## config.mk

```make
export PLATFORM = sky130hd
export DESIGN_NAME = sbp_pins
export DESIGN_NICKNAME = d
export VERILOG_FILES = /design/src/pkg/sbp_pkg.sv /design/src/core/sbp_fifo.sv /design/src/core/sbp_pins.sv
export SDC_FILE = /design/constraint.sdc
export NUM_CORES = 1
export LEC_CHECK = 0
export ABC_AREA = 1
export ABC_CLOCK_PERIOD_IN_PS = 4150
export BUFFER_PORTS_ARGS = -buffer_cell sky130_fd_sc_hd__buf_2
export CORE_MARGIN = 3
export CORE_UTILIZATION = 61
export CTS_BUF_LIST = sky130_fd_sc_hd__clkbuf_8
export CTS_CLUSTER_DIAMETER = 80
export DETAILED_ROUTE_END_ITERATION = 6
export MAX_ROUTING_LAYER = met4
export PLACE_DENSITY = 0.81
export SYNTH_ARGS = -nofsm -noshare
export SYNTH_HDL_FRONTEND = slang
export SYNTH_SLANG_ARGS = --single-unit
```

## constraint.sdc

```tcl
create_clock -name clock -period 4.15 [get_ports clock]
set_clock_uncertainty 0.05 [all_clocks]
set_input_delay 0.415 -clock clock [delete_from_list [all_inputs] [get_ports clock]]
set_output_delay 0.415 -clock clock [all_outputs]
set_load 0.05 [all_outputs]
```

## src/pkg/sbp_pkg.sv

```systemverilog
// Constants and types for the bus data phase pin logic
package sbp_pkg;
  localparam int          DATA_W      = 16;
  localparam int          BYTE_W      = 8;
  localparam int          LO_MSB      = 7;
  localparam int          HI_LSB      = 8;
  localparam int          FIFO_DEPTH  = 4;
  localparam int          WORD_W      = 16;
  localparam logic [15:0] DATA_RST    = 16'h0000;
  localparam logic [1:0]  SYNC_RST    = 2'h0;
  // Phase codes {message, cmd_data, io}, asserted = 1
  localparam logic [2:0]  PH_DATA_OUT = 3'h0;
  localparam logic [2:0]  PH_DATA_IN  = 3'h1;
  localparam logic [2:0]  PH_CMD      = 3'h2;
  localparam logic [2:0]  PH_STATUS   = 3'h3;
  localparam logic [2:0]  PH_MSG_OUT  = 3'h6;
  localparam logic [2:0]  PH_MSG_IN   = 3'h7;
  localparam int          PH_MSG_BIT  = 2;
  localparam int          PH_CD_BIT   = 1;
  localparam int          PH_IO_BIT   = 0;

  typedef enum logic [1:0] {
    SBP_IDLE  = 2'b00,
    SBP_DRIVE = 2'b01,
    SBP_HOLD  = 2'b11
  } sbp_state_e;
endpackage : sbp_pkg

```

## src/core/sbp_fifo.sv

```systemverilog
// Small synchronous FIFO with valid/ready on both sides
`timescale 1ns/100ps
module sbp_fifo #(
  parameter int WIDTH = 16,
  parameter int DEPTH = 4
) (
  input  wire logic             clock,
  input  wire logic             rst_n,
  input  wire logic [WIDTH-1:0] in_data,
  input  wire logic             in_valid,
  output logic                  in_ready,
  output logic      [WIDTH-1:0] out_data,
  output logic                  out_valid,
  input  wire logic             out_ready
);
  import sbp_pkg::*;
  localparam int AW = $clog2(DEPTH);

  typedef struct packed {
    logic [DEPTH-1:0][WIDTH-1:0] mem;
    logic [AW-1:0]               wp;
    logic [AW-1:0]               rp;
    logic [AW:0]                 cnt;
    logic                        rdy;
  } sbp_fifo_s;

  sbp_fifo_s st_r;
  sbp_fifo_s st_nxt;
  logic      push;
  logic      pop;

  always_comb begin
    push   = in_valid && (st_r.cnt != (AW+1)'(DEPTH));
    pop    = out_ready && (st_r.cnt != '0);
    st_nxt = st_r;
    if (push) begin
      st_nxt.mem[st_r.wp] = in_data;
      st_nxt.wp           = (st_r.wp == AW'(DEPTH-1)) ? '0 : st_r.wp + 1'b1;
    end
    if (pop) begin
      st_nxt.rp = (st_r.rp == AW'(DEPTH-1)) ? '0 : st_r.rp + 1'b1;
    end
    st_nxt.cnt = st_r.cnt + (AW+1)'(push) - (AW+1)'(pop);
    // Ready kept in a flop so the port is registered
    st_nxt.rdy = st_nxt.cnt != (AW+1)'(DEPTH);
  end

  always_ff @(posedge clock or negedge rst_n) begin
    if (!rst_n) begin
      st_r     <= '0;
      st_r.rdy <= 1'b1;
    end else begin
      st_r <= st_nxt;
    end
  end

  assign in_ready  = st_r.rdy;
  assign out_valid = st_r.cnt != '0;
  assign out_data  = st_r.mem[st_r.rp];
endmodule : sbp_fifo

```

## src/core/sbp_pins.sv

```systemverilog
// Bus data lines, byte parity and phase line pin logic
//
// Operation
// - Data lines carry ID, command, data, status, messages
// - Narrow transfers use only low byte lanes
// - Narrow: high byte undriven, receivers disabled
// - High parity is odd over bits 15:8
// - Narrow: high parity undriven, receiver disabled
// - Phase line sampled as initiator, driven as target
// - Target asserts phase line for command/status/message
// - Target direction line asserted toward initiator
// - Target message line asserted in message phase
`timescale 1ns/100ps
module sbp_pins #(
  parameter int DEPTH = sbp_pkg::FIFO_DEPTH
) (
  input  wire logic                      clock,
  input  wire logic                      rst_n,
  input  wire logic                      target_mode,
  input  wire logic                      wide_mode,
  input  wire logic                      xfer_out,
  input  wire logic [2:0]                tgt_phase,
  input  wire logic [sbp_pkg::DATA_W-1:0] tx_data,
  input  wire logic                      tx_valid,
  output logic                           tx_ready,
  output logic [sbp_pkg::DATA_W-1:0]     rx_data,
  output logic                           rx_valid,
  input  wire logic                      rx_ready,
  input  wire logic                      rx_sample,
  output logic                           parity_err,
  output logic [2:0]                     bus_phase,
  input  wire logic [sbp_pkg::DATA_W-1:0] bus_data_lines_in,
  output logic [sbp_pkg::DATA_W-1:0]     bus_data_lines_out,
  output logic [sbp_pkg::DATA_W-1:0]     bus_data_lines_oe_n,
  input  wire logic                      low_byte_parity_in,
  output logic                           low_byte_parity_out,
  output logic                           low_byte_parity_oe_n,
  input  wire logic                      high_byte_parity_in,
  output logic                           high_byte_parity_out,
  output logic                           high_byte_parity_oe_n,
  input  wire logic                      phase_cmd_data_line_in,
  output logic                           phase_cmd_data_line_out,
  output logic                           phase_cmd_data_line_oe_n,
  input  wire logic                      message_phase_line_in,
  output logic                           message_phase_line_out,
  output logic                           message_phase_line_oe_n,
  input  wire logic                      direction_line_in,
  output logic                           direction_line_out,
  output logic                           direction_line_oe_n
);
  import sbp_pkg::*;

  // Pin levels are active high here: 1 means the line is asserted
  typedef struct packed {
    sbp_state_e          state;
    logic [DATA_W-1:0]   d_s1;
    logic [DATA_W-1:0]   d_s2;
    logic [1:0]          p_s1;
    logic [1:0]          p_s2;
    logic [2:0]          c_s1;
    logic [2:0]          c_s2;
    logic [DATA_W-1:0]   dout;
    logic [DATA_W-1:0]   doe_n;
    logic                plo;
    logic                plo_oe_n;
    logic                phi;
    logic                phi_oe_n;
    logic [2:0]          ctl;
    logic                ctl_oe_n;
    logic [DATA_W-1:0]   rxd;
    logic                rxv;
    logic                perr;
    logic [2:0]          phase;
  } sbp_pins_s;

  sbp_pins_s         st_r;
  sbp_pins_s         st_nxt;
  logic [DATA_W-1:0] txf_data;
  logic              txf_valid;
  logic              txf_pop;
  logic              lo_bad;
  logic              hi_bad;

  // Outbound words wait here until the bus can drive them
  sbp_fifo #(
    .WIDTH (DATA_W),
    .DEPTH (DEPTH)
  ) u_tx_fifo (
    .clock     (clock),
    .rst_n     (rst_n),
    .in_data   (tx_data),
    .in_valid  (tx_valid),
    .in_ready  (tx_ready),
    .out_data  (txf_data),
    .out_valid (txf_valid),
    .out_ready (txf_pop)
  );

  always_comb begin
    st_nxt = st_r;
    txf_pop = 1'b0;
    // Two-stage synchronisers on every received pin
    st_nxt.d_s1 = bus_data_lines_in;
    st_nxt.d_s2 = st_r.d_s1;
    st_nxt.p_s1 = {high_byte_parity_in, low_byte_parity_in};
    st_nxt.p_s2 = st_r.p_s1;
    st_nxt.c_s1 = {message_phase_line_in, phase_cmd_data_line_in, direction_line_in};
    st_nxt.c_s2 = st_r.c_s1;

    // Control lines: driven as target, received as initiator
    st_nxt.ctl_oe_n = !target_mode;
    st_nxt.ctl      = target_mode ? tgt_phase : 3'h0;
    st_nxt.phase    = target_mode ? tgt_phase : st_r.c_s2;

    // Data path state machine; drives only when sending
    case (st_r.state)
      SBP_IDLE: begin
        st_nxt.doe_n    = '1;
        st_nxt.plo_oe_n = 1'b1;
        st_nxt.phi_oe_n = 1'b1;
        if (xfer_out && txf_valid) begin
          st_nxt.state = SBP_DRIVE;
        end
      end
      SBP_DRIVE: begin
        txf_pop          = 1'b1;
        st_nxt.dout      = txf_data;
        st_nxt.plo       = ~^txf_data[LO_MSB:0];
        st_nxt.plo_oe_n  = 1'b0;
        st_nxt.doe_n[LO_MSB:0] = '0;
        if (wide_mode) begin
          st_nxt.doe_n[DATA_W-1:HI_LSB] = '0;
          st_nxt.phi      = ~^txf_data[DATA_W-1:HI_LSB];
          st_nxt.phi_oe_n = 1'b0;
        end else begin
          st_nxt.doe_n[DATA_W-1:HI_LSB] = '1;
          st_nxt.dout[DATA_W-1:HI_LSB]  = '0;
          st_nxt.phi      = 1'b0;
          st_nxt.phi_oe_n = 1'b1;
        end
        st_nxt.state = SBP_HOLD;
      end
      SBP_HOLD: begin
        // Width may drop while a wide word still stands
        if (!wide_mode) begin
          st_nxt.doe_n[DATA_W-1:HI_LSB] = '1;
          st_nxt.dout[DATA_W-1:HI_LSB]  = '0;
          st_nxt.phi                    = 1'b0;
          st_nxt.phi_oe_n               = 1'b1;
        end
        if (!xfer_out) begin
          st_nxt.state = SBP_IDLE;
        end else if (txf_valid) begin
          st_nxt.state = SBP_DRIVE;
        end
      end
      default: begin
        st_nxt.state = SBP_IDLE;
      end
    endcase

    // Receive path: high byte ignored when narrow
    lo_bad = ~^{st_r.d_s2[LO_MSB:0], st_r.p_s2[0]};
    hi_bad = wide_mode && ~^{st_r.d_s2[DATA_W-1:HI_LSB], st_r.p_s2[1]};
    st_nxt.rxv = 1'b0;
    if (rx_sample && !xfer_out) begin
      st_nxt.rxd = wide_mode ? st_r.d_s2
                             : {{(DATA_W-BYTE_W){1'b0}}, st_r.d_s2[LO_MSB:0]};
      st_nxt.rxv  = 1'b1;
      st_nxt.perr = lo_bad || hi_bad;
    end else if (st_r.rxv && !rx_ready) begin
      st_nxt.rxv = 1'b1;
    end
  end

  always_ff @(posedge clock or negedge rst_n) begin
    if (!rst_n) begin
      st_r          <= '0;
      st_r.state    <= SBP_IDLE;
      st_r.doe_n    <= '1;
      st_r.plo_oe_n <= 1'b1;
      st_r.phi_oe_n <= 1'b1;
      st_r.ctl_oe_n <= 1'b1;
    end else begin
      st_r <= st_nxt;
    end
  end

  assign bus_data_lines_out       = st_r.dout;
  assign bus_data_lines_oe_n      = st_r.doe_n;
  assign low_byte_parity_out      = st_r.plo;
  assign low_byte_parity_oe_n     = st_r.plo_oe_n;
  assign high_byte_parity_out     = st_r.phi;
  assign high_byte_parity_oe_n    = st_r.phi_oe_n;
  assign message_phase_line_out   = st_r.ctl[PH_MSG_BIT];
  assign message_phase_line_oe_n  = st_r.ctl_oe_n;
  assign phase_cmd_data_line_out  = st_r.ctl[PH_CD_BIT];
  assign phase_cmd_data_line_oe_n = st_r.ctl_oe_n;
  assign direction_line_out       = st_r.ctl[PH_IO_BIT];
  assign direction_line_oe_n      = st_r.ctl_oe_n;
  assign rx_data                  = st_r.rxd;
  assign rx_valid                 = st_r.rxv;
  assign parity_err               = st_r.perr;
  assign bus_phase                = st_r.phase;
endmodule : sbp_pins

```

* Word level (Yosys, flattened, before mapping)
Index checks and enable logic that the tools add are counted.
** Cells by class
- $add $sub $neg :: 4
- Magnitude comparators :: 3
- Eq/ne operators :: 9
- Muxes and demuxes :: 29
- Reduce and logical (&&, ||, !) cells :: 23
** Operators with widths (number)
- $bwmux W64 :: 1
- $mux W16 :: 3
- $bmux W16 S2 :: 1
- $demux W16 S2 :: 1
- $mux W8 :: 4
- $pmux W8 S2 :: 2
- $pmux W8 S3 :: 1
- $reduce_xnor A9 Y1 :: 2
- $reduce_xnor A8 Y1 :: 2
- $mux W2 :: 7
- $ne A3 B3 Y1 const B :: 3
- $logic_and A1 B1 Y1 :: 7
- $eq A2 B2 Y1 const B :: 3
- $lt A2 B3 Y1 const B :: 2
- $mux W3 :: 2
- $pmux W2 S3 :: 1
- $reduce_and A2 Y1 :: 3
- $reduce_bool A3 Y1 :: 2
- $add A2 B1 Y2 const B :: 2
- $ne A2 B2 Y1 const B :: 2
- $pmux W1 S2 :: 2
- $reduce_bool A2 Y1 :: 2
- $add A3 B1 Y3 :: 1
- $logic_not A1 Y1 :: 3
- 7 further kinds :: 9
** Storage, ports and cells
- Flip-flop bits (word level) :: 177
- Input port bits :: 48
- Output and inout bits :: 64
- Logic and storage cells :: 97

* Depth between registers and ports, before layout
Gate-level depths: netlist of run 1.
- Depth in word-level cells :: 5
- Depth in mapped cells :: 15
- Depth with buffers taken out :: 13

* Modules after synthesis
Synthesis of run 1 repeated with hierarchy kept, for this count alone.
** Second synthesis, totals
- Cell total of the unflattened synthesis :: 822
- Area, all modules :: 7377.1 µm²
** By module, submodules not included
- sbp_fifo :: instances 1, cells each 459, area an instance 3712.3 µm², sequential area each 1803.0 µm²
- sbp_pins :: instances 1, cells each 363, area an instance 3664.8 µm², sequential area each 2230.9 µm²

* Worst setup path after synthesis of run 1
OpenSTA, ideal clock, no wires.
- Path type :: reg2reg
- Start point :: register st_r[104] in the netlist's numbering
- End point :: register u_tx_fifo.st_r (netlist bit u_tx_fifo.in_ready)
- Library setup time :: 0.082 ns
- Arrival :: 1.973 ns
- Data required time :: 4.018 ns
- Setup slack :: 2.045 ns
- Cell stages (with the launch flop) :: 10
- Path buffers :: 0
- Period minus slack after synthesis :: 2.105 ns
- Path through :: dfrtp_1 nor2_1 inv_2 nor2_1 ha_1 inv_1 ha_1 fa_1 nor2_1 nand2_1
** RTL lines
- start: declaration :: line sbp_pins.sv:76 : sbp_pins_s st_r;
- start signal: assignment :: line sbp_pins.sv:185 : st_r <= st_nxt;
- end signal: assignment :: line sbp_fifo.sv:53 : st_r <= st_nxt;
- end: declaration :: line sbp_fifo.sv:27 : sbp_fifo_s st_r;

==> results of run 1 <==
==> layout make-up <==
class	count	area, sq um
Tap cell	140	175
Multi-Input combinational cell	528	2350
Inverter	56	218
Fill cell	834	3210
Sequential cell	161	4030
Clock inverter	12	139
Timing Repair Buffer	133	774
Clock buffer	20	275
==> report_power, final <==
| group | leakage [nW] | switching, mW | internal (mW) |
|---|---|---|---|
| sequential | 1.97 | 0.329 | 2.06 |
| combinational | 2.10 | 2.17 | 0.845 |
| clock | 0.215 | 0.544 | 0.634 |
| total | 4.29 | 3.04 | 3.54 |
==> kinds of logic (layout without fill, tap and decap cells) <==
family / after synthesis / count (layout) / share of synthesized area (%)
xor gates and xnor gates: 13 / 13 / 1.59
DFF: 161 / 161 / 56.2
buffers and inverters: 138 / 221 / 11.1
adders and majority gates: 8 / 8 / 1.50
AOI/OAI and AO/OA: 102 / 102 / 7.18
and+or+nand+nor: 405 / 405 / 22.5
==> stage by stage <==
| step | hold slack [ps] | setup WS, ps |
|---|---|---|
| finish | 33.9 | 1660 |
| global route | 3.47 | 1490 |
| CTS | 0.723 | 1690 |
| detailed placement | 285 | 1710 |
| global placement | 284 | 1850 |
| floorplan | 69.4 | 2040 |
==> cell usage after synthesis <==
master and number:
o21ai_0 99, dfrtp_1 157, buf_4 59, nand3_1 38, dfstp_2 4, inv_1 41, ha_1 7, xor2_1 6
buf_2 14, buf_8 1, inv_2 13, nand2_1 337, clkbuf_1 5, nor2_1 13, inv_6 1, nand2_2 15
fa_1 1, nand3b_1 2, xnor2_1 7, o31ai_1 2, buf_6 3, a21oi_1 1, inv_4 1
==> layout by cell type (no fill, tap or decap), types with 2 or more instances in the layout <==
| cell | Yosys | routed |
|---|---|---|
| buf_4 | 59 | 3 |
| inv_2 | 13 | 13 |
| nand3b_1 | 2 | 2 |
| o21ai_0 | 99 | 99 |
| clkinv_2 | 0 | 6 |
| dlygate4sd3_1 | 0 | 19 |
| inv_1 | 41 | 42 |
| nand2_2 | 15 | 15 |
| xnor2_1 | 7 | 7 |
| bufinv_16 | 0 | 3 |
| dfrtp_1 | 157 | 157 |
| dfstp_2 | 4 | 4 |
| xor2_1 | 6 | 6 |
| nand3_1 | 38 | 38 |
| buf_2 | 14 | 110 |
| o31ai_1 | 2 | 2 |
| ha_1 | 7 | 7 |
| clkinvlp_4 | 0 | 2 |
| clkbuf_8 | 0 | 20 |
| nor2_1 | 13 | 13 |
| nand2_1 | 337 | 337 |
==> flip-flops by register name, indices dropped and copies added (netlist names) <==
register and count:
direction_line_out 1, direction_line_oe_n 1, rx_data 16, message_phase_line_out 1
phase_cmd_data_line_out 1, bus_data_lines_out 16, parity_err 1, high_byte_parity_out 1
u_tx_fifo.in_ready 1, rx_valid 1, st_nxt 21, bus_data_lines_oe_n 2
u_tx_fifo.st_r 71, bus_phase 3, low_byte_parity_out 1, st_r 23
==> path summary, 6_finish.rpt <==
path	slack [ps]	from	to
worst max register to register	1660	st_r[104]$_DFFE_PN0P_	u_tx_fifo.in_ready$_DFF_PN1_
min in group asynchronous	60	rst_n	st_r[81]$_DFF_PN0_
worst min register to register	300	st_nxt[84]$_DFF_PN0_	st_r[84]$_DFF_PN0_
worst min-delay path	30	bus_data_lines_in[13]	st_nxt[84]$_DFF_PN0_
worst max-delay path	1660	st_r[104]$_DFFE_PN0P_	u_tx_fifo.in_ready$_DFF_PN1_
max in group asynchronous	2910	rst_n	rx_data[4]$_DFFE_PN0P_
==> metal layers <==
metal	share of wire (%)	track usage, %
met1	43	31.3
met2	50	38.3
met3	6.1	6.24
met4	1.0	7.44
met5	0	-
==> reports/results.tsv, run 1 <==
stage	metric	value	unit
critical_path	cp_top_family	adder cells	
routing	wire_per_inst	13.6	microns
power	peakVddDrop	0.666	mV
clock_tree	cts-resized-gates	0	
critical_path	r2r_cells	9	
timing	clock.fmax	402	MHz
routing	post-route-drc-count	0	
placed_design	placed_area	0.00736	sq mm
routing	ant_nets	0	
placed_design	dpl.hpwl	9.47	mm
critical_path	cpMostUsedCell	nor2_1	
critical_path	crit_buf_inv	2	
die	core_area	0.0112	sq mm
timing	final_hold_viol_count	0	
placed_design	dpl.cell_count	999	
global_route	grtUsageTotal	24.3	%
clock_tree	tritoncts	done	
clock_tree	path_clk_slew	80	ps
clock_tree	htreeDepth	4	
critical_path	path_depth	9	
yosys	synth_area	0.00718	sq mm
timing	rsz0062_at_grt	no	
critical_path	worst_setup_path_end_kind	flip-flop	
final_layout	fin_area	0.00797	sq mm
min_path	hold_depth	1	
global_route	grt_pass1_vias	5138	
power	power.density	826	mW/mm^2
final_layout	area_growth	10.9	%
critical_path	cp_max_fo	19	
routing	vias	5338	
timing	setup-violations-final	0	
job	maxCapViolations	0	
clock_tree	cts_root_buf	clkbuf_8	
routing	via_per_inst	5.08	
global_route	grt_first_pass_wirelength	24.2	mm
die	io_pins	112	
min_path	hp-class	in2reg	
final_layout	diodes	0	
global_route	grt_max_degree	125	
yosys	ys_seq_area_share	56.2	%
die	std_cell_rows	38	
timing	slew_headroom	27.7	%
placed_design	place.gp.congestion	0.818	
die	die-area	0.0131	sq mm
yosys	synthTopCellsByArea	dfrtp_1 55%, nand2_1 18%, o21ai_0 6.9%	
timing	period_share	59.9	%
power	total_power	6.58	mW
critical_path	crit_chain	nor2_1, inv_2, nor2_1, ha_1, inv_1, ha_1, fa_1, nor2_1, nand2_1	
timing	worst_pin_slew	1080	ps
timing	tns	0	ps
critical_path	cpMaxStageDelayCell	fa_1	
die	initial_core_util	64.3	%
timing	finalCriticalPeriod	2490	ps
critical_path	critPathMaxStageDelay	440	ps
final_layout	final_layout_size_suffix_gt1_share	19.7	%
die	dieWidth	115	microns
clock_tree	cts_inserted_buffers	17	
clock_tree	insertion_delay	450	ps
routing	wl	14.3	mm
critical_path	worstPathArrival	2810	ps
critical_path	worst-setup-path-type	reg2reg	
yosys	avgSynthCellArea	8.68	sq um
final_layout	nets	953	
placed_design	portBuffers	111	
yosys	yosys.area.top_type	dfrtp_1	
power	p_leak	4.29	nW
critical_path	start_kind	flip-flop	
yosys	ys_ff_latch	161	
global_route	grt_overflow	0	
yosys	synth.top_cell.area_share	54.7	%
timing	slew_violations	0	
routing	first_pass_iters	5	
final_layout	stdcell_count	1050	
final_layout	finish.utilization	71.3	%
yosys	synth_cell_types	23	
yosys	synth_warnings	0	
die	die_h	115	microns
yosys	synth_cells	827	
clock_tree	cts_max_path_buffers	2	
clock_tree	cts_setup_buffers	0	
routing	drt_iter0_markers	491	
global_route	antenna_found_initial	0	
critical_path	worst_ep_required_time	4470	ps
clock_tree	clock_sinks	161	
outcome	status	completed	
yosys	synth_nets	883	
clock_tree	cts_hold_buf	15	
(Power assumes the default switching activity.)
==> run 2, diff against run 1 <==
Settings changed: ABC_CLOCK_PERIOD_IN_PS 4150 to 2300, CORE_UTILIZATION 61 to 59, PLACE_DENSITY 0.81 to 0.79.
Clock period 4.15 ns to 2.3 ns, I/O delays scaled along.
==> run 2 against run 1 <==
  * Sequential cell count is the same
  * Setup slack got worse by 1500 ps
  * Clock power rose by 85%
  * Largest cell class unchanged
  * Critical path type unchanged
  * Fmax is 19% higher
  * Hold slack worse by 2.9 ps
  * Routed wire length fell by 0.28%
  * Non-clock buffer count up 20
  * First-iteration DRC count decreased by 18%
  * Core utilization down 1.2 points
==> reports/results.tsv, run 2 (synthesis gave the netlist of run 1 again) <==
stage	metric	value	unit	change
outcome	status	completed		
placed_design	placed_area	0.00747	sq mm	+1.5%
timing	clock.fmax	479	MHz	+19%
routing	ant_nets	0		unchanged
timing	final_hold_viol_count	0		unchanged
clock_tree	path_clk_slew	80	ps	about the same
final_layout	stdcell_count	1073		+2.2%
routing	post-route-drc-count	0		unchanged
clock_tree	insertion_delay	460	ps	about the same
global_route	antenna_found_initial	0		unchanged
final_layout	nets	973		+2.1%
critical_path	crit_chain	inv_1, nand2_1, nor2_1, nor2_1, ha_1, inv_1, ha_1, fa_1, xor2_1, nand2_1		
clock_tree	clock_sinks	161		unchanged
critical_path	critPathMaxStageDelay	400	ps	-40 ps
critical_path	start_kind	flip-flop		
timing	setup-violations-final	0		unchanged
power	power.density	1460	mW/mm^2	+77%
routing	via_per_inst	5.05		-0.71%
die	die-area	0.0135	sq mm	+3.2%
die	std_cell_rows	39		+2.6%
routing	wire_per_inst	13.3	microns	-2.4%
placed_design	place.gp.congestion	0.804		-1.7%
clock_tree	cts_inserted_buffers	17		unchanged
critical_path	cpMaxStageDelayCell	dfrtp_1		
clock_tree	tritoncts	done		
final_layout	final_common_cell	nand2_1		
routing	vias	5416		+1.5%
min_path	hp-class	in2reg		
final_layout	fin_area	0.00818	sq mm	+2.7%
critical_path	worst_setup_path_end_kind	flip-flop		
clock_tree	htreeDepth	4		unchanged
die	dieWidth	116	microns	+1.6%
global_route	grt_max_degree	58		-54%
power	p_leak	4.38	nW	+2.1%
routing	first_pass_iters	5		unchanged
timing	holdWs	31.0	ps	-2.90 ps
timing	slew_headroom	66.1	%	+38 points
die	core_area	0.0117	sq mm	+4.4%
global_route	grtUsageTotal	23.6	%	-0.73 points
timing	tns	0	ps	unchanged
timing	finalCriticalPeriod	2090	ps	-398 ps
placed_design	dpl.cell_count	1013		+1.4%
placed_design	portBuffers	111		unchanged
routing	drt_iter0_markers	402		-18%
placed_design	dpl.hpwl	9.24	mm	-2.4%
timing	slew_violations	0		unchanged
global_route	grt_first_pass_wirelength	24.0	mm	-1.1%
clock_tree	cts-resized-gates	0		unchanged
routing	wl	14.2	mm	-0.28%
final_layout	final_layout_size_suffix_gt1_share	20.4	%	+0.76 points
final_layout	largest_reg_flops	71		unchanged
global_route	grt_overflow	0		unchanged
power	peakVddDrop	0.521	mV	-22%
clock_tree	cts_hold_buf	28		+13
final_layout	top_register	u_tx_fifo.st_r		
clock_tree	cts_root_buf	clkbuf_8		
die	die_h	116	microns	+1.6%
timing	rsz0062_at_grt	no		
global_route	grt_pass1_vias	5146		+0.16%
timing	worst_pin_slew	508	ps	-577 ps
critical_path	cp_max_fo	3		-16
critical_path	worst_ep_required_time	2630	ps	-1840 ps
final_layout	area_growth	13.9	%	
clock_tree	cts_max_path_buffers	2		unchanged
die	io_pins	112		unchanged
final_layout	layout_common_cells	337 x nand2_1, 157 x dfrtp_1, 110 x buf_2		
critical_path	worstPathArrival	2420	ps	-390 ps
timing	period_share	90.8	%	+31 points
final_layout	diodes	0		unchanged
die	initial_core_util	61.6	%	-2.7 points
critical_path	worst-setup-path-type	reg2reg		
clock_tree	cts_setup_buffers	0		unchanged
job	maxCapViolations	0		unchanged
[run 2: cell types whose count changed in the layout (fill, tap and decap cells not counted), sizes merged]
cell	change
clkinvlp	+2
buf	+11
clkinv	-1
dlygate4sd3	+9
inv	+1
clkbuf	-3
bufinv	+1
[run 2: report_power, final]
group	internal [mW]	switching, mW	leakage [nW]
Sequential	3.71	0.510	1.97
Clock	1.17	1.01	0.209
Combinational	1.62	3.93	2.20
Total	6.51	5.45	4.38
[run 2: worst paths after layout]
path	slack, ps	to	cells after the start	from
worst max-delay path	210	u_tx_fifo.in_ready$_DFF_PN1_	10	u_tx_fifo.st_r[2]$_DFF_PN0_
worst min-delay path	30	u_tx_fifo.st_r[44]$_DFFE_PN0P_	3	tx_data[4]
worst max register to register	210	u_tx_fifo.in_ready$_DFF_PN1_	10	u_tx_fifo.st_r[2]$_DFF_PN0_
worst min register to register	300	st_r[84]$_DFF_PN0_	0	st_nxt[84]$_DFF_PN0_
max in group asynchronous	1260	u_tx_fifo.st_r[11]$_DFFE_PN0P_	3	rst_n
min in group asynchronous	260	rx_data[13]$_DFFE_PN0P_	2	rst_n
[run 2: per-stage QoR]
stage,worst slack [ps],power [mW],util (%)
floorplan,195,9.02,-
global placement,272,9.60,64.1
detailed placement,189,9.78,64.1
CTS,175,12.0,70.1
global route,33.6,13.0,70.1
finish,210,12.0,70.1
[run 2: cell type report]
class | instances | area, sq um
clock inverters | 15 | 191
multi-input cells | 528 | 2350
well taps | 143 | 179
inverters | 56 | 218
repair buffers | 153 | 972
flip-flops and latches | 161 | 4030
fillers | 879 | 3480
clock buffers | 17 | 234
[run 2: critical path: cells and delay by family, from the launching register on]
| kind | cells | cell delay [ps] |
|---|---|---|
| xor gates and xnor gates | 1 | 200 |
| adders and majority gates | 3 | 830 |
| buffers and inverters | 2 | 140 |
| and+or+nand+nor | 4 | 400 |
| DFF | 1 | 400 |
[run 2: metal layers]
metal,vias up,routed length [microns],global-route usage [%]
met2,178,6830,37.2
li1,2706,-,-
met4,0,310,10.8
met5,-,0,-
met1,2507,6260,29.5
met3,25,819,4.97
==> run 3, diff against run 2 <==
Settings changed: ABC_AREA 1 to unset, CORE_UTILIZATION 59 to 58, PLACE_DENSITY 0.79 to 0.78.
==> run 3 against run 2 <==
  * Count of clock-buffer cells in the layout is 3 higher
  * Synthesized cell count is 40% lower
  * Hold slack worse by 0.80 ps
  * Combinational power is 4% lower
  * Final cell count is 29% lower
  * First-iteration DRC count is 37% lower
  * Register-to-register slack worse by 120 ps
  * Power is 2.2% lower
  * Critical path depth is 1 lower
==> reports/results.tsv, run 3 <==
stage	metric	value	unit	change
clock_tree	cts_max_path_buffers	2		unchanged
yosys	synthArstFlopShare	100	%	unchanged
routing	first_pass_iters	4		-1
final_layout	multi_input_area	0.00223	sq mm	-5.2%
final_layout	seqCellArea	0.00404	sq mm	about the same
global_route	antenna_found_initial	0		unchanged
routing	via_per_inst	5.17		+2.4%
final_layout	nets	667		-31%
clock_tree	clock_sinks	161		unchanged
critical_path	critPathMaxStageDelay	430	ps	+30 ps
final_layout	diodes	0		unchanged
critical_path	r2r_cells	9		-1
placed_design	place.gp.congestion	0.739		-8.1%
die	initial_core_util	60.9	%	-0.65 points
die	die-area	0.0131	sq mm	-3.4%
yosys	synthTopCellsByArea	dfrtp_1 58%, mux2_2 12%, buf_4 5.8%		
routing	wl	12.2	mm	-15%
yosys	ys_ff_latch	161		unchanged
critical_path	cpMaxStageDelayCell	dfrtp_1		
yosys	yosysMostFrequentCell	dfrtp_1		
routing	drt_iter0_markers	253		-37%
min_path	hold_depth	2		-1
timing	tns	0	ps	unchanged
final_layout	final_layout_size_suffix_gt1_share	38.9	%	+19 points
placed_design	placed_area	0.00717	sq mm	-4.0%
routing	wire_per_inst	15.9	microns	+20%
final_layout	final_common_cell	dfrtp_1		
die	core_area	0.0112	sq mm	-4.2%
yosys	ys_seq_area_share	59.3	%	+3.1 points
power	peakVddDrop	1.14	mV	+120%
timing	clock.fmax	452	MHz	-5.6%
critical_path	worst-setup-path-type	reg2reg		
final_layout	area_growth	17.4	%	
yosys	yosys.area.top_type	dfrtp_1		
yosys	synth_cell_types	33		+43%
outcome	status	completed		
clock_tree	path_clk_slew	70	ps	about the same
clock_tree	cts_inserted_buffers	17		unchanged
critical_path	worstPathArrival	2530	ps	+110 ps
critical_path	crit_chain	nor3_4, nor2_4, ha_1, inv_1, ha_1, fa_2, xor2_1, xnor2_1, nand2_1		
timing	final_hold_viol_count	0		unchanged
routing	vias	3948		-27%
power	power.density	1460	mW/mm^2	about the same
job	maxCapViolations	0		unchanged
yosys	synth_area	0.00681	sq mm	-5.2%
power	p_leak	3.83	nW	-13%
clock_tree	insertion_delay	440	ps	-20 ps
critical_path	cp_max_fo	3		unchanged
final_layout	final.fill_count	771		-12%
min_path	hp-class	in2reg		
timing	finalCriticalPeriod	2210	ps	+125 ps
yosys	avgSynthCellArea	13.6	sq um	+57%
routing	post-route-drc-count	0		unchanged
placed_design	portBuffers	111		unchanged
critical_path	start_kind	flip-flop		
global_route	grtUsageTotal	20.8	%	-2.8 points
timing	worst_pin_slew	779	ps	+271 ps
global_route	grt_overflow	0		unchanged
routing	ant_nets	0		unchanged
clock_tree	htreeDepth	4		unchanged
timing	slew_headroom	48.1	%	-18 points
timing	slew_violations	0		unchanged
yosys	synth_nets	556		-37%
final_layout	fin_area	0.00799	sq mm	-2.2%
die	io_pins	112		unchanged
global_route	grt_max_degree	69		+19%
yosys	yosys-top-cells-count	157 x dfrtp_1, 74 x mux2_2, 65 x nand2_1		
power	total_power	11.7	mW	-2.2%
critical_path	cpMostUsedCell	ha_1		
critical_path	worst_ep_required_time	2610	ps	-20 ps
final_layout	largest_reg_flops	71		unchanged
final_layout	layout_common_cells	156 x dfrtp_1, 110 x buf_2, 74 x mux2_2		
critical_path	worst_setup_path_end_kind	flip-flop		
timing	setup-violations-final	0		unchanged
clock_tree	tritoncts	done		
global_route	grt_first_pass_wirelength	20.1	mm	-16%
die	std_cell_rows	38		-2.6%
yosys	synth.top_cell.area_share	57.7	%	+3.0 points
yosys	synth_warnings	0		unchanged
timing	period_share	96.3	%	+5.4 points
yosys	synth_edf_count	0		unchanged
global_route	grt_pass1_vias	4134		-20%
placed_design	dpl.hpwl	7.96	mm	-14%
yosys	synth_cells	500		-40%
die	dieWidth	114	microns	-1.7%
clock_tree	cts_root_buf	clkbuf_8		
yosys	synthFlopType	dfrtp_1		
final_layout	top_register	u_tx_fifo.st_r		
die	die_h	114	microns	-1.7%
==> run 3: logic make-up (layout without fill, tap and decap cells) <==
logic type                 after synthesis  in the layout  synth area share [%]
DFF                                    161            161                  59.3
adders and majority gates                8              8                  1.58
and+or+nand+nor                         80             80                  4.80
muxes                                   91             91                  18.4
buffers and inverters                   89            213                  8.34
AOI/OAI and AO/OA                       41             41                  3.36
xor gates and xnor gates                30             30                  4.26
==> run 3: worst paths after layout <==
check	end	slack [ps]	startpoint
hold reg to reg	st_r[80]$_DFF_PN0_	300	st_nxt[80]$_DFF_PN0_
setup reg to reg	u_tx_fifo.in_ready$_DFF_PN1_	90	u_tx_fifo.st_r[3]$_DFF_PN0_
max in group asynchronous	bus_data_lines_oe_n[6]$_DFFE_PN1P_	1130	rst_n
setup / recovery	u_tx_fifo.in_ready$_DFF_PN1_	90	u_tx_fifo.st_r[3]$_DFF_PN0_
min in group asynchronous	st_nxt[62]$_DFF_PN0_	310	rst_n
hold / removal	u_tx_fifo.st_r[15]$_DFFE_PN0P_	30	tx_data[7]
==> run 3: final cells by class <==
cell class	instances	area share, %
clock inverter	12	1.61
clock buffer	20	3.44
timing repair buffer	163	13.6
inverter	18	0.845
multi-input combinational	250	27.9
tap	140	2.19
sequential	161	50.5
==> run 3: worst max-delay path: cells and delay by family, from the launching register on <==
kind / cells / cell delay [ps]
xor+xnor: 2 / 410
fa+ha+maj: 3 / 810
buf+inv: 1 / 40
flops: 1 / 430
simple gates: 3 / 400
==> run 3: report_power, final <==
part           internal (mW)  total [mW]  switching (mW)
Clock                   1.13        2.08           0.948
Sequential              3.76        4.25           0.493
Combinational           2.37        5.36            3.00
==> run 3: per-layer routing <==
| metal | share of wire [%] | GRT usage, % | vias up |
|---|---|---|---|
| li1 | - | - | 1860 |
| met1 | 42 | 25.5 | 1973 |
| met2 | 52 | 34.0 | 98 |
| met3 | 4.5 | 4.86 | 17 |
| met4 | 1.6 | 8.00 | 0 |
| met5 | 0 | - | - |
==> run 3: metrics by stage <==
stage / hold WS, ps / instances / setup slack, ps / util (%)
finish: 30.2 / 764 / 85.7 / 71.5
global route: 2.73 / 764 / -5.30 / 71.5
CTS: 1.22 / 762 / 40.2 / 71.3
detailed placement: 230 / 692 / -12.4 / 64.2
global placement: 218 / 692 / 132 / 64.2
floorplan: -116 / 500 / 160 / -
==> run 3: timing repair <==
| action | in CTS | in global routing |
|---|---|---|
| buffers inserted | 0 | 2 |
| resized for setup | 1 | 5 |
| endpoints found under the hold margin | 118 | 0 |
| endpoints found under the setup margin | 1 | 2 |
| hold buffers | 38 | 0 |
| pin swaps | 0 | 2 |
